File: src/aer_pkg.sv
package aer_pkg;
	// Byte addresses of the capability structure in extended config space
	localparam logic [11:0] AER_HDR_OFFSET = 12'h100;
	localparam logic [11:0] AER_UNC_FLAGS_OFFSET = 12'h104;
	localparam logic [11:0] AER_UNC_SUPPRESS_OFFSET = 12'h108;

	// Header fields
	localparam int AER_CAP_ID_LSB = 0;
	localparam int AER_CAP_ID_MSB = 15;
	localparam int AER_CAP_VER_LSB = 16;
	localparam int AER_CAP_VER_MSB = 19;
	localparam int AER_NEXT_PTR_LSB = 20;
	localparam int AER_NEXT_PTR_MSB = 31;
	localparam logic [15:0] AER_CAP_ID_VALUE = 16'h0001;
	localparam logic [3:0] AER_CAP_VER_VALUE = 4'h1;
	localparam logic [11:0] AER_NEXT_PTR_VALUE = 12'h000;

	// Uncorrectable event bit positions
	localparam int AER_BIT_TRAINING = 0;
	localparam int AER_BIT_DL_PROTOCOL = 4;
	localparam int AER_BIT_POISONED = 12;
	localparam int AER_BIT_FC_PROTOCOL = 13;
	localparam int AER_BIT_CPL_TIMEOUT = 14;
	localparam int AER_BIT_COMPLETER_ABORT = 15;
	localparam int AER_BIT_UNEXP_CPL = 16;
	localparam int AER_BIT_RX_OVERFLOW = 17;
	localparam int AER_BIT_MALFORMED = 18;
	localparam int AER_BIT_ECRC = 19;
	localparam int AER_BIT_UNSUPPORTED = 20;

	// Implemented bits; 3:1, 11:5 and 31:21 are reserved and read zero
	localparam logic [31:0] AER_UNC_IMPL_MASK = 32'h001f_f011;
	localparam logic [31:0] AER_UNC_FLAGS_RESET = 32'h0000_0000;
	localparam logic [31:0] AER_UNC_SUPPRESS_RESET = 32'h0000_0000;
	localparam logic [31:0] AER_RDATA_RESET = 32'h0000_0000;
	localparam int AER_REG_WIDTH = 32;
	localparam int AER_ADDR_WIDTH = 12;
	localparam int AER_BE_WIDTH = 4;
	localparam int AER_ACK_LATENCY = 1;

	typedef enum logic [1:0] {
		AER_SEL_NONE,
		AER_SEL_HDR,
		AER_SEL_FLAGS,
		AER_SEL_SUPPRESS
	} aer_sel_e;
endpackage

File: src/aer_uncorr_regs.sv
`timescale 1ns/100ps
module aer_uncorr_regs
	import aer_pkg::*;
(
	input wire logic mclk_i,
	input wire logic resetn_i,
	input wire logic hot_reset_i,
	input wire logic cfg_req_i,
	input wire logic cfg_we_i,
	input wire logic [aer_pkg::AER_ADDR_WIDTH-1:0] cfg_addr_i,
	input wire logic [aer_pkg::AER_BE_WIDTH-1:0] cfg_be_i,
	input wire logic [aer_pkg::AER_REG_WIDTH-1:0] cfg_wdata_i,
	output logic cfg_ack_o,
	output logic cfg_hit_o,
	output logic [aer_pkg::AER_REG_WIDTH-1:0] cfg_rdata_o,
	input wire logic training_err_i,
	input wire logic dl_protocol_err_i,
	input wire logic poisoned_rx_i,
	input wire logic poisoned_tx_i,
	input wire logic fc_protocol_err_i,
	input wire logic cpl_timeout_i,
	input wire logic completer_abort_i,
	input wire logic unexp_cpl_i,
	input wire logic rx_overflow_i,
	input wire logic malformed_tlp_i,
	input wire logic ecrc_err_i,
	input wire logic unsupported_req_i,
	output logic [aer_pkg::AER_REG_WIDTH-1:0] report_vec_o,
	output logic log_header_o,
	output logic err_msg_o,
	output logic [aer_pkg::AER_REG_WIDTH-1:0] flags_o,
	output logic [aer_pkg::AER_REG_WIDTH-1:0] suppress_o
);
	import aer_pkg::*;

	logic [AER_REG_WIDTH-1:0] event_vec;
	logic [AER_REG_WIDTH-1:0] flags;
	logic [AER_REG_WIDTH-1:0] suppress;
	logic [AER_REG_WIDTH-1:0] be_bits;
	logic [AER_REG_WIDTH-1:0] flags_clear;
	logic [AER_REG_WIDTH-1:0] suppress_load;
	logic [AER_REG_WIDTH-1:0] header_word;
	logic [AER_REG_WIDTH-1:0] read_mux;
	logic [AER_REG_WIDTH-1:0] reportable;
	aer_sel_e sel;
	logic wr_strobe;
	logic wr_flags;
	logic wr_suppress;
	logic ack_reg;
	logic ack_next;
	logic hit_reg;
	logic hit_next;
	logic [AER_REG_WIDTH-1:0] rdata_reg;
	logic [AER_REG_WIDTH-1:0] rdata_next;
	logic [AER_REG_WIDTH-1:0] report_reg;
	logic [AER_REG_WIDTH-1:0] report_next;
	logic any_report_reg;
	logic any_report_next;

	// Fixed capability header word
	assign header_word[AER_CAP_ID_MSB:AER_CAP_ID_LSB] = AER_CAP_ID_VALUE;
	assign header_word[AER_CAP_VER_MSB:AER_CAP_VER_LSB] = AER_CAP_VER_VALUE;
	assign header_word[AER_NEXT_PTR_MSB:AER_NEXT_PTR_LSB] = AER_NEXT_PTR_VALUE;

	// Event sources onto their flag positions; reserved positions stay zero
	always_comb
	begin
		event_vec = '0;
		event_vec[AER_BIT_TRAINING] = training_err_i;
		event_vec[AER_BIT_DL_PROTOCOL] = dl_protocol_err_i;
		event_vec[AER_BIT_POISONED] = poisoned_rx_i | poisoned_tx_i;
		event_vec[AER_BIT_FC_PROTOCOL] = fc_protocol_err_i;
		event_vec[AER_BIT_CPL_TIMEOUT] = cpl_timeout_i;
		event_vec[AER_BIT_COMPLETER_ABORT] = completer_abort_i;
		event_vec[AER_BIT_UNEXP_CPL] = unexp_cpl_i;
		event_vec[AER_BIT_RX_OVERFLOW] = rx_overflow_i;
		event_vec[AER_BIT_MALFORMED] = malformed_tlp_i;
		event_vec[AER_BIT_ECRC] = ecrc_err_i;
		event_vec[AER_BIT_UNSUPPORTED] = unsupported_req_i;
	end

	// Config access decode; dword aligned, low two address bits ignored
	assign sel = (cfg_addr_i[AER_ADDR_WIDTH-1:2] == AER_HDR_OFFSET[AER_ADDR_WIDTH-1:2]) ? AER_SEL_HDR :
		(cfg_addr_i[AER_ADDR_WIDTH-1:2] == AER_UNC_FLAGS_OFFSET[AER_ADDR_WIDTH-1:2]) ? AER_SEL_FLAGS :
		(cfg_addr_i[AER_ADDR_WIDTH-1:2] == AER_UNC_SUPPRESS_OFFSET[AER_ADDR_WIDTH-1:2]) ? AER_SEL_SUPPRESS :
		AER_SEL_NONE;
	// Unacknowledged writes during hot reset must leave sticky state alone
	assign wr_strobe = cfg_req_i & cfg_we_i & !hot_reset_i;
	assign wr_flags = wr_strobe & (sel == AER_SEL_FLAGS);
	assign wr_suppress = wr_strobe & (sel == AER_SEL_SUPPRESS);
	assign be_bits = {{8{cfg_be_i[3]}}, {8{cfg_be_i[2]}}, {8{cfg_be_i[1]}}, {8{cfg_be_i[0]}}};
	assign flags_clear = {AER_REG_WIDTH{wr_flags}} & be_bits & cfg_wdata_i;
	assign suppress_load = {AER_REG_WIDTH{wr_suppress}} & be_bits;

	// One flag and one suppress sticky cell per bit; reserved cells are constant zero
	genvar gi;
	generate
		for (gi = 0; gi < AER_REG_WIDTH; gi++)
		begin : g_bit
			aer_sticky_bit #(
				.RESET_VALUE(AER_UNC_FLAGS_RESET[gi]),
				.IMPLEMENTED(AER_UNC_IMPL_MASK[gi])
			) u_flag (
				.mclk_i(mclk_i),
				.resetn_i(resetn_i),
				.set_i(event_vec[gi]),
				.clear_i(flags_clear[gi]),
				.load_i(1'b0),
				.load_value_i(1'b0),
				.value_o(flags[gi])
			);
			aer_sticky_bit #(
				.RESET_VALUE(AER_UNC_SUPPRESS_RESET[gi]),
				.IMPLEMENTED(AER_UNC_IMPL_MASK[gi])
			) u_suppress (
				.mclk_i(mclk_i),
				.resetn_i(resetn_i),
				.set_i(1'b0),
				.clear_i(1'b0),
				.load_i(suppress_load[gi]),
				.load_value_i(cfg_wdata_i[gi]),
				.value_o(suppress[gi])
			);
		end
	endgenerate

	// Unsuppressed events go out for logging and messaging
	assign reportable = event_vec & ~suppress;

	always_comb
	begin
		case (sel)
			AER_SEL_HDR: read_mux = header_word;
			AER_SEL_FLAGS: read_mux = flags & AER_UNC_IMPL_MASK;
			AER_SEL_SUPPRESS: read_mux = suppress & AER_UNC_IMPL_MASK;
			AER_SEL_NONE: read_mux = AER_RDATA_RESET;
			default: read_mux = AER_RDATA_RESET;
		endcase
	end

	assign ack_next = cfg_req_i & !hot_reset_i;
	assign hit_next = cfg_req_i & (sel != AER_SEL_NONE) & !hot_reset_i;
	assign rdata_next = (cfg_req_i & !cfg_we_i & !hot_reset_i) ? read_mux : AER_RDATA_RESET;
	assign report_next = hot_reset_i ? AER_RDATA_RESET : reportable;
	assign any_report_next = !hot_reset_i & (|reportable);

	// Non-sticky access state; hot reset clears it but not the sticky bits
	always_ff @(posedge mclk_i or negedge resetn_i)
	begin
		if (!resetn_i)
		begin
			ack_reg <= 1'b0;
			hit_reg <= 1'b0;
			rdata_reg <= AER_RDATA_RESET;
		end
		else
		begin
			ack_reg <= ack_next;
			hit_reg <= hit_next;
			rdata_reg <= rdata_next;
		end
	end

	always_ff @(posedge mclk_i or negedge resetn_i)
	begin
		if (!resetn_i)
		begin
			report_reg <= AER_RDATA_RESET;
			any_report_reg <= 1'b0;
		end
		else
		begin
			report_reg <= report_next;
			any_report_reg <= any_report_next;
		end
	end

	assign cfg_ack_o = ack_reg;
	assign cfg_hit_o = hit_reg;
	assign cfg_rdata_o = rdata_reg;
	assign report_vec_o = report_reg;
	// Header log and message share one trigger; severity routing lies outside
	assign log_header_o = any_report_reg;
	assign err_msg_o = any_report_reg;
	assign flags_o = flags;
	assign suppress_o = suppress;

	// Checks
	header_id_fixed_a: assert property (@(posedge mclk_i) disable iff (!resetn_i)
		(cfg_req_i && !cfg_we_i && !hot_reset_i && sel == AER_SEL_HDR)
		|=> cfg_rdata_o[15:0] == 16'h0001)
		else $error("capability identifier read back wrong");

	header_ver_fixed_a: assert property (@(posedge mclk_i) disable iff (!resetn_i)
		(cfg_req_i && !cfg_we_i && !hot_reset_i && sel == AER_SEL_HDR)
		|=> cfg_rdata_o[19:16] == 4'h1)
		else $error("capability version read back wrong");

	next_ptr_zero_a: assert property (@(posedge mclk_i) disable iff (!resetn_i)
		(cfg_req_i && !cfg_we_i && !hot_reset_i && sel == AER_SEL_HDR)
		|=> cfg_rdata_o[31:20] == 12'h000)
		else $error("next capability pointer not zero");

	training_set_a: assert property (@(posedge mclk_i) disable iff (!resetn_i)
		training_err_i |=> flags_o[0])
		else $error("training flag did not set");

	training_hold_a: assert property (@(posedge mclk_i) disable iff (!resetn_i)
		(flags_o[0] && !(wr_flags && cfg_be_i[0] && cfg_wdata_i[0])) |=> flags_o[0])
		else $error("training flag dropped without a clear");

	dl_clear_a: assert property (@(posedge mclk_i) disable iff (!resetn_i)
		(wr_flags && cfg_be_i[0] && cfg_wdata_i[4] && !dl_protocol_err_i) |=> !flags_o[4])
		else $error("data link flag not cleared by write one");

	poisoned_tx_a: assert property (@(posedge mclk_i) disable iff (!resetn_i)
		(poisoned_tx_i || poisoned_rx_i) |=> flags_o[12])
		else $error("poisoned flag did not set");

	fc_set_a: assert property (@(posedge mclk_i) disable iff (!resetn_i)
		fc_protocol_err_i |=> flags_o[13])
		else $error("flow control flag did not set");

	fc_clear_a: assert property (@(posedge mclk_i) disable iff (!resetn_i)
		(wr_flags && cfg_be_i[1] && cfg_wdata_i[13] && !fc_protocol_err_i) |=> !flags_o[13])
		else $error("flow control flag not cleared by write one");

	cpl_events_a: assert property (@(posedge mclk_i) disable iff (!resetn_i)
		(cpl_timeout_i || completer_abort_i || unexp_cpl_i)
		|=> (flags_o[14] || !$past(cpl_timeout_i)) && (flags_o[15] || !$past(completer_abort_i))
			&& (flags_o[16] || !$past(unexp_cpl_i)))
		else $error("completion event flag did not set");

	abort_set_a: assert property (@(posedge mclk_i) disable iff (!resetn_i)
		completer_abort_i |=> flags_o[15])
		else $error("completer abort flag did not set");

	unexp_cpl_set_a: assert property (@(posedge mclk_i) disable iff (!resetn_i)
		unexp_cpl_i |=> flags_o[16])
		else $error("unexpected completion flag did not set");

	rx_events_a: assert property (@(posedge mclk_i) disable iff (!resetn_i)
		(rx_overflow_i || malformed_tlp_i || ecrc_err_i || unsupported_req_i)
		|=> (flags_o[17] || !$past(rx_overflow_i)) && (flags_o[18] || !$past(malformed_tlp_i))
			&& (flags_o[19] || !$past(ecrc_err_i)) && (flags_o[20] || !$past(unsupported_req_i)))
		else $error("receive event flag did not set");

	reserved_zero_a: assert property (@(posedge mclk_i) disable iff (!resetn_i)
		(cfg_req_i && !cfg_we_i && !hot_reset_i && sel != AER_SEL_HDR)
		|=> (cfg_rdata_o & 32'hffe0_0fee) == 32'h0000_0000)
		else $error("reserved flag or suppress bits read nonzero");

	suppress_blocks_a: assert property (@(posedge mclk_i) disable iff (!resetn_i)
		(suppress_o[AER_BIT_ECRC] && ecrc_err_i && !hot_reset_i) |=> !report_vec_o[19] && flags_o[19])
		else $error("suppressed event reported or flag missed");

	report_pass_a: assert property (@(posedge mclk_i) disable iff (!resetn_i)
		(!suppress_o[0] && training_err_i && !hot_reset_i) |=> report_vec_o[0] && log_header_o && err_msg_o)
		else $error("unsuppressed event not reported");

	suppress_write_a: assert property (@(posedge mclk_i) disable iff (!resetn_i)
		(wr_suppress && cfg_be_i[2]) |=> suppress_o[20:16] == $past(cfg_wdata_i[20:16]))
		else $error("suppress bits not written");

	sticky_hot_a: assert property (@(posedge mclk_i) disable iff (!resetn_i)
		(hot_reset_i && event_vec == '0) |=> flags_o == $past(flags_o) && suppress_o == $past(suppress_o))
		else $error("hot reset disturbed sticky bits");

	masked_still_sets_a: assert property (@(posedge mclk_i) disable iff (!resetn_i)
		(suppress_o[17] && rx_overflow_i) |=> flags_o[17])
		else $error("suppressed event failed to set flag");

	ack_latency_a: assert property (@(posedge mclk_i) disable iff (!resetn_i)
		(cfg_req_i && !hot_reset_i) |=> cfg_ack_o ##1 (!cfg_ack_o || $past(cfg_req_i)))
		else $error("config ack timing wrong");

	map_hit_a: assert property (@(posedge mclk_i) disable iff (!resetn_i)
		(cfg_req_i && !hot_reset_i && sel != AER_SEL_NONE) |=> cfg_ack_o && cfg_hit_o)
		else $error("mapped access not acknowledged as hit");

	clear_set_race_c: cover property (@(posedge mclk_i) disable iff (!resetn_i)
		wr_flags && cfg_wdata_i[0] && cfg_be_i[0] && training_err_i);
	header_read_c: cover property (@(posedge mclk_i) disable iff (!resetn_i)
		cfg_req_i && !cfg_we_i && sel == AER_SEL_HDR);
	masked_event_c: cover property (@(posedge mclk_i) disable iff (!resetn_i)
		(|(event_vec & suppress)));
	hot_reset_keep_c: cover property (@(posedge mclk_i) disable iff (!resetn_i)
		hot_reset_i && (|flags));
endmodule

File: src/aer_sticky_bit.sv
`timescale 1ns/100ps
module aer_sticky_bit
	import aer_pkg::*;
#(
	parameter logic RESET_VALUE = 1'b0,
	parameter logic IMPLEMENTED = 1'b1
)
(
	input wire logic mclk_i,
	input wire logic resetn_i,
	input wire logic set_i,
	input wire logic clear_i,
	input wire logic load_i,
	input wire logic load_value_i,
	output logic value_o
);
	logic value_reg;
	logic value_next;

	// Hardware set beats a same-cycle clear or load so no event is lost
	assign value_next = !IMPLEMENTED ? 1'b0 :
		set_i ? 1'b1 :
		clear_i ? 1'b0 :
		load_i ? load_value_i : value_reg;

	// Only power-on reset touches sticky state
	always_ff @(posedge mclk_i or negedge resetn_i)
	begin
		if (!resetn_i)
			value_reg <= RESET_VALUE;
		else
			value_reg <= value_next;
	end

	assign value_o = value_reg;
endmodule

File: config.mk
export PLATFORM = sky130hd
export DESIGN_NAME = aer_uncorr_regs
export DESIGN_NICKNAME = d
export VERILOG_FILES = /design/src/aer_pkg.sv /design/src/aer_uncorr_regs.sv /design/src/aer_sticky_bit.sv
export SDC_FILE = /design/constraint.sdc
export NUM_CORES = 1
export LEC_CHECK = 0
export ABC_AREA = 1
export BUFFER_PORTS_ARGS = -buffer_cell sky130_fd_sc_hd__buf_2
export CORE_AREA = 2 2 95 97
export DETAILED_ROUTE_END_ITERATION = 10
export DIE_AREA = 0 0 97 99
export GPL_TIMING_DRIVEN = 0
export PLACE_DENSITY = 0.67
export SLEW_MARGIN = 10
export SYNTH_ARGS = -nofsm -noshare
export SYNTH_HDL_FRONTEND = slang
export SYNTH_SLANG_ARGS = --single-unit
File: constraint.sdc
create_clock -name mclk_i -period 1.1 [get_ports mclk_i]
set_input_delay 0.165 -clock mclk_i [delete_from_list [all_inputs] [get_ports mclk_i]]
set_output_delay 0.165 -clock mclk_i [all_outputs]
set_load 0.01 [all_outputs]
==> results of run 1 <==
state kept, by name, indices dropped and copies added (netlist names):
signal and flops:
err_msg_o 1, cfg_rdata_o 11, report_vec_o 11, g_bit.u_flag.value_o 11, cfg_ack_o 1, cfg_hit_o 1
g_bit.u_suppress.value_o 11
power by group through the flow:
stage | sequential [mW] | clock, mW | combinational [mW]
final | 1.76 | 1.34 | 0.654
after global routing | 1.76 | 1.44 | 0.718
after CTS | 1.76 | 1.36 | 0.637
after detailed placement | 1.79 | 0 | 0.633
after global placement | 1.79 | 0 | 0.626
after floorplan | 1.81 | 0 | 0.443
placed cells by master (no fill, tap or decap), types with 2 or more instances in the layout:
master	instances
or2_2	3
buf_4	114
nor3_1	2
nand3_1	11
o21ai_0	2
or2_4	2
nand4_1	13
buf_6	32
nand2_1	75
nand2_2	3
buf_2	64
inv_1	27
conb_1	84
dfrtp_1	47
clkbuf_8	6
nor2_2	5
nor2_1	19
a21oi_1	11
final cells by class:
type,instances,area (um2),share of cell area (%)
sequential,47,1180,28.8
clock inverter,2,35.0,0.858
inverter,28,105,2.57
tap,108,135,3.31
buffer,99,769,18.8
antenna,1,2.50,0.0613
multi-input combinational,235,1010,24.7
clock buffer,6,82.6,2.02
timing repair buffer,112,771,18.9
stage by stage:
stage | util [%] | instance area, um2 | std cells
4_1_cts | 47.5 | 4060 | 636
2_1_floorplan | - | 3150 | 425
5_1_grt | 47.7 | 4080 | 637
3_3_place_gp | 43.5 | 3720 | 620
6_report | 47.8 | 4090 | 638
3_5_place_dp | 43.5 | 3720 | 620
per-layer routing:
metal / track usage [%] / share of wire (%) / up-vias
met1: 17.5 / 40 / 1097
met5: 0 / 0 / -
li1: - / - / 1235
met3: 3.33 / 8.1 / 10
met2: 24.5 / 50 / 125
met4: 4.33 / 1.6 / 0
cell usage after synthesis, drive strengths merged:
library cell	number
a21oi	11
buf	114
clkbuf	1
conb	1
dfrtp	47
inv	28
nand2	78
nand3	12
nand4	13
nor2	25
nor3	2
o21a	1
o21ai	4
or2	5
kinds of logic (layout without fill, tap and decap cells):
kind of cell / count (synthesis) / after routing / synth area share [%]
other: 1 / 85 / 0.132
and+or+nand+nor: 135 / 135 / 21.1
buffers and inverters: 143 / 247 / 34.3
DFF: 47 / 47 / 41.4
AOI/OAI and AO/OA: 16 / 16 / 3.04
final timing paths:
path                                                          start                                    to  slack, ns  cells after the start
max                        g_bit[18].u_suppress.value_o$_DFFE_PN0P_                        suppress_o[18]      -0.04                      2
min                                                        resetn_i            report_vec_o[12]$_DFF_PN0_       0.05                      1
max reg2reg                g_bit[15].u_suppress.value_o$_DFFE_PN0P_                   err_msg_o$_DFF_PN0_      -0.02                      6
min reg2reg                    g_bit[18].u_flag.value_o$_DFFE_PN0P_  g_bit[18].u_flag.value_o$_DFFE_PN0P_       0.54                      2
max in group asynchronous                                  resetn_i  g_bit[17].u_flag.value_o$_DFFE_PN0P_       0.41                      1
min in group mclk_i                               fc_protocol_err_i  g_bit[13].u_flag.value_o$_DFFE_PN0P_       0.05                      3
worst register-to-register path, delay by kind of cell, from the launching register on:
kind	cells	cell delay, ns
buf+inv	1	0.04
flops	1	0.42
simple gates	5	0.60
what timing repair did:
action | CTS | global route
setup endpoints to repair | 23 | 12
pin swaps | 0 | 2
endpoints found under the hold margin | 0 | 0
buffers inserted | 20 | 5
resized for setup | 28 | 6
hold buffers | 0 | 0
==> results.json, run 1 <==
{
  "outcome": "finished, violations left",
  "violations": "setup timing",
  "grt_pass1_wl_um": 11000,
  "start_kind": "flop",
  "finalCriticalPeriod_ns": 1.14,
  "tightestPinTransition_ns": 1.05,
  "drt_iter0_drc": 148,
  "grt_usage_pct": 14.1,
  "path_clk_slew_ns": 0.09,
  "cts_tree": "yes",
  "seq_power_share_pct": 46.9,
  "cts.sinks": 47,
  "grt_max_degree": 48,
  "cp_cell_sequence": "buf_6 -> buf_6",
  "ant_nets": 0,
  "crit_buf_inv": 2,
  "switching_share_pct": 25.6,
  "layout.nets": 593,
  "wl_um": 6990,
  "ys_warn_count": 0,
  "drc": 0,
  "die_y_um": 99,
  "worstPathRequired_ns": 0.94,
  "cts_buffers": 5,
  "setup_viol": 9,
  "wire_per_inst_um": 11.0,
  "drive_gt1_share_pct": 44.4,
  "syn-cell-area_um2": 2840,
  "p_sw_mw": 0.959,
  "synthCells": 342,
  "hold_path_class": "in2async",
  "p_leak_nw": 2.43,
  "die_area_um2": 9600,
  "slew_violations": 0,
  "gr-total-overflow": 0,
  "worst_clock_skew_ns": 0.00960,
  "fillers": 831,
  "hold_viol": 0,
  "fp-row-count": 34,
  "critPathMaxStageDelay_ns": 0.43,
  "setup_tns_ns": -0.158,
  "crit_slowest_cell": "dfrtp_1",
  "synth.largest_area_cell": "dfrtp_1",
  "gp_congestion": 0.863,
  "p_int_mw": 2.79,
  "p_comb_share_pct": 17.4,
  "die_x_um": 97,
  "crit_type": "reg2out",
  "core_um2": 8550,
  "ir_drop_mv": 0.420,
  "pre_cts_ws_ns": -0.252,
  "yosysSeqAreaShare_pct": 41.4,
  "h-tree-depth": 2,
  "slew_headroom_pct": 29.7,
  "clockPowerShare_pct": 35.7,
  "dr_total_vias": 2467,
  "viasPerCell": 3.87,
  "synth_cell_types": 21,
  "area_growth_pct": 44.0,
  "maxCapViolCount": 0,
  "cp_max_fo": 4,
  "cts_buffer_depth": 2,
  "p_total_mw": 3.75,
  "worst_path_most_repeated_cell": "buf_6",
  "port_buffers": 87,
  "finalCritPeriodShare_pct": 104,
  "netlist.area_leader.share_pct": 41.4,
  "crit_arrival_ns": 0.97,
  "grt_pass1_vias": 2297,
  "fin_ws_ns": -0.0392,
  "synth.area.top_cells": "dfrtp_1, buf_4, nand2_1",
  "fmax_ghz": 0.878,
  "ios": 197,
  "power.density_nw_per_um2": 918,
  "hpwl_um": 5220,
  "grt_antenna_before_repair": 1,
  "syn_area_per_cell_um2": 8.30,
  "initial_core_util_pct": 33.2,
  "dr.pass1.iters": 5,
  "cp-end-kind": "primary output",
  "clkLatencyLatePin_ns": 0.31,
  "ys_ff_latch": 47,
  "cts_root_buf": "clkbuf_8",
  "rsz0062_at_grt": "yes",
  "crit_family": "flip-flops",
  "whs_ns": 0.0469
}
Power figures use the tool's default switching activity.
==> run 2, diff against run 1 <==
Settings changed: CORE_AREA 2 2 95 97 to 2 2 86 88, DIE_AREA 0 0 97 99 to 0 0 88 90, PLACE_DENSITY 0.67 to 0.79.
==> results.json, run 2 (synthesis gave the netlist of run 1 again) <==
{
  "outcome": "finished, violations left",
  "violations": "setup timing",
  "crit_type": "reg2out",
  "p_total_mw": 3.92,
  "wl_um": 6630,
  "clockPowerShare_pct": 38.5,
  "dr_total_vias": 2484,
  "hpwl_um": 4930,
  "gp_congestion": 0.832,
  "finalCriticalPeriod_ns": 1.15,
  "wire_per_inst_um": 10.6,
  "start_kind": "flop",
  "rsz0062_at_grt": "yes",
  "grt_pass1_vias": 2301,
  "hold_buffers": 0,
  "cts_root_buf": "clkbuf_8",
  "gr-total-overflow": 0,
  "worst_r2r_path_depth": 6,
  "whs_ns": 0.0244,
  "ant_nets": 0,
  "die_area_um2": 7920,
  "power.density_nw_per_um2": 962,
  "clkLatencyLatePin_ns": 0.30,
  "die_y_um": 90,
  "slew_headroom_pct": 32.0,
  "cts.sinks": 47,
  "ir_drop_mv": 0.494,
  "finalCritPeriodShare_pct": 105,
  "crit_arrival_ns": 0.99,
  "p_sw_mw": 0.952,
  "grt_pass1_wl_um": 10100,
  "grt_max_degree": 48,
  "fin_ws_ns": -0.0514,
  "crit-reg2reg-capture": "err_msg_o$_DFF_PN0_",
  "drc": 0,
  "worst_clock_skew_ns": 0.00582,
  "final_common_cell": "buf_4",
  "pre_cts_ws_ns": -0.208,
  "layout_common_cells": "buf_4, conb_1, nand2_1",
  "core_um2": 7020,
  "cts_buffers": 5,
  "ff2ff_setup_slack_ns": -0.01,
  "h-tree-depth": 2,
  "p_leak_nw": 2.42,
  "maxCapViolCount": 0,
  "path_clk_slew_ns": 0.09,
  "die_x_um": 88,
  "layout.nets": 590,
  "place_area_um2": 3710,
  "viasPerCell": 3.97,
  "setup_viol": 6,
  "slew_violations": 0,
  "worstPathRequired_ns": 0.94,
  "grt_usage_pct": 16.2,
  "hold_path_class": "in2async",
  "cts_buffer_depth": 2,
  "fmax_ghz": 0.869,
  "drive_gt1_share_pct": 44.1,
  "drt_iter0_drc": 173,
  "p_comb_share_pct": 16.6,
  "antennaDiodeCount": 0,
  "cp-end-kind": "primary output",
  "area_growth_pct": 43.5,
  "setup_tns_ns": -0.179,
  "seq_power_share_pct": 44.8,
  "initial_core_util_pct": 40.4,
  "p_int_mw": 2.97,
  "crit_path_start": "g_bit[18].u_suppress.value_o$_DFFE_PN0P_",
  "grt_antenna_before_repair": 0,
  "hold_viol": 0,
  "port_buffers": 87,
  "design_area_um2": 4070,
  "cts_tree": "yes",
  "fp-row-count": 31,
  "dr.pass1.iters": 4,
  "ios": 197,
  "cp_max_fo": 4,
  "switching_share_pct": 24.3,
  "tightestPinTransition_ns": 1.02,
  "r2r_start": "g_bit[18].u_suppress.value_o$_DFFE_PN0P_"
}
[run 2: cell types whose count changed in the layout (fill, tap and decap cells not counted), sizes merged]
cell / delta
clkinv: -1
diode: -1
bufinv: +1
buf: -3
[run 2: power groups by stage]
stage	registers (mW)	clock network [mW]	logic (mW)
floorplan	1.81	0	0.443
global placement	1.79	0	0.621
detailed placement	1.79	0	0.626
CTS	1.76	1.52	0.633
global route	1.76	1.60	0.718
finish	1.76	1.51	0.652
[run 2: timing repair]
| action | in CTS | in global routing |
|---|---|---|
| pin swaps | 0 | 3 |
| gates cloned | 0 | 0 |
| resized for setup | 27 | 10 |
| setup endpoints to repair | 24 | 12 |
| buffers inserted | 20 | 4 |
[run 2: worst max path at each step]
stage,endpoint,slack [ns],depth (start not counted)
CTS,suppress_o[18],-0.06,2
finish,suppress_o[18],-0.05,2
floorplan,g_bit[20].u_suppress.value_o$_DFFE_PN0P_,0.09,8
detailed placement,g_bit[18].u_suppress.value_o$_DFFE_PN0P_,-0.21,9
global placement,g_bit[19].u_suppress.value_o$_DFFE_PN0P_,-0.19,9
global route,suppress_o[18],-0.09,2
[run 2: routing by layer]
| layer | wire (um) | track usage, % | up-vias | part of all wire (%) |
|---|---|---|---|---|
| met3 | 583 | 3.58 | 12 | 8.8 |
| met2 | 3430 | 28.8 | 137 | 52 |
| met4 | 115 | 5.64 | 0 | 1.7 |
| met1 | 2510 | 18.8 | 1106 | 38 |
| li1 | - | - | 1229 | - |
| met5 | 0 | 0 | - | 0 |
[run 2: stage by stage]
stage | utilization, % | instances
global route | 58.0 | 625
global placement | 52.8 | 611
finish | 58.0 | 625
CTS | 57.5 | 625
floorplan | - | 425
detailed placement | 52.8 | 611
[run 2: final cells by class]
type                    count  area, um2
flip-flops and latches     47       1180
well taps                  99        124
clock inverters             2       60.1
plain buffers              97        758
inverters                  28        105
multi-input cells         235       1020
clock buffers               6       72.6
fillers                   605       2950
repair buffers            111        761
[run 2: critical path: stages (launching register included)]
cell,delay (ns)
dfrtp_1,0.44
buf_6,0.14
buf_6,0.11
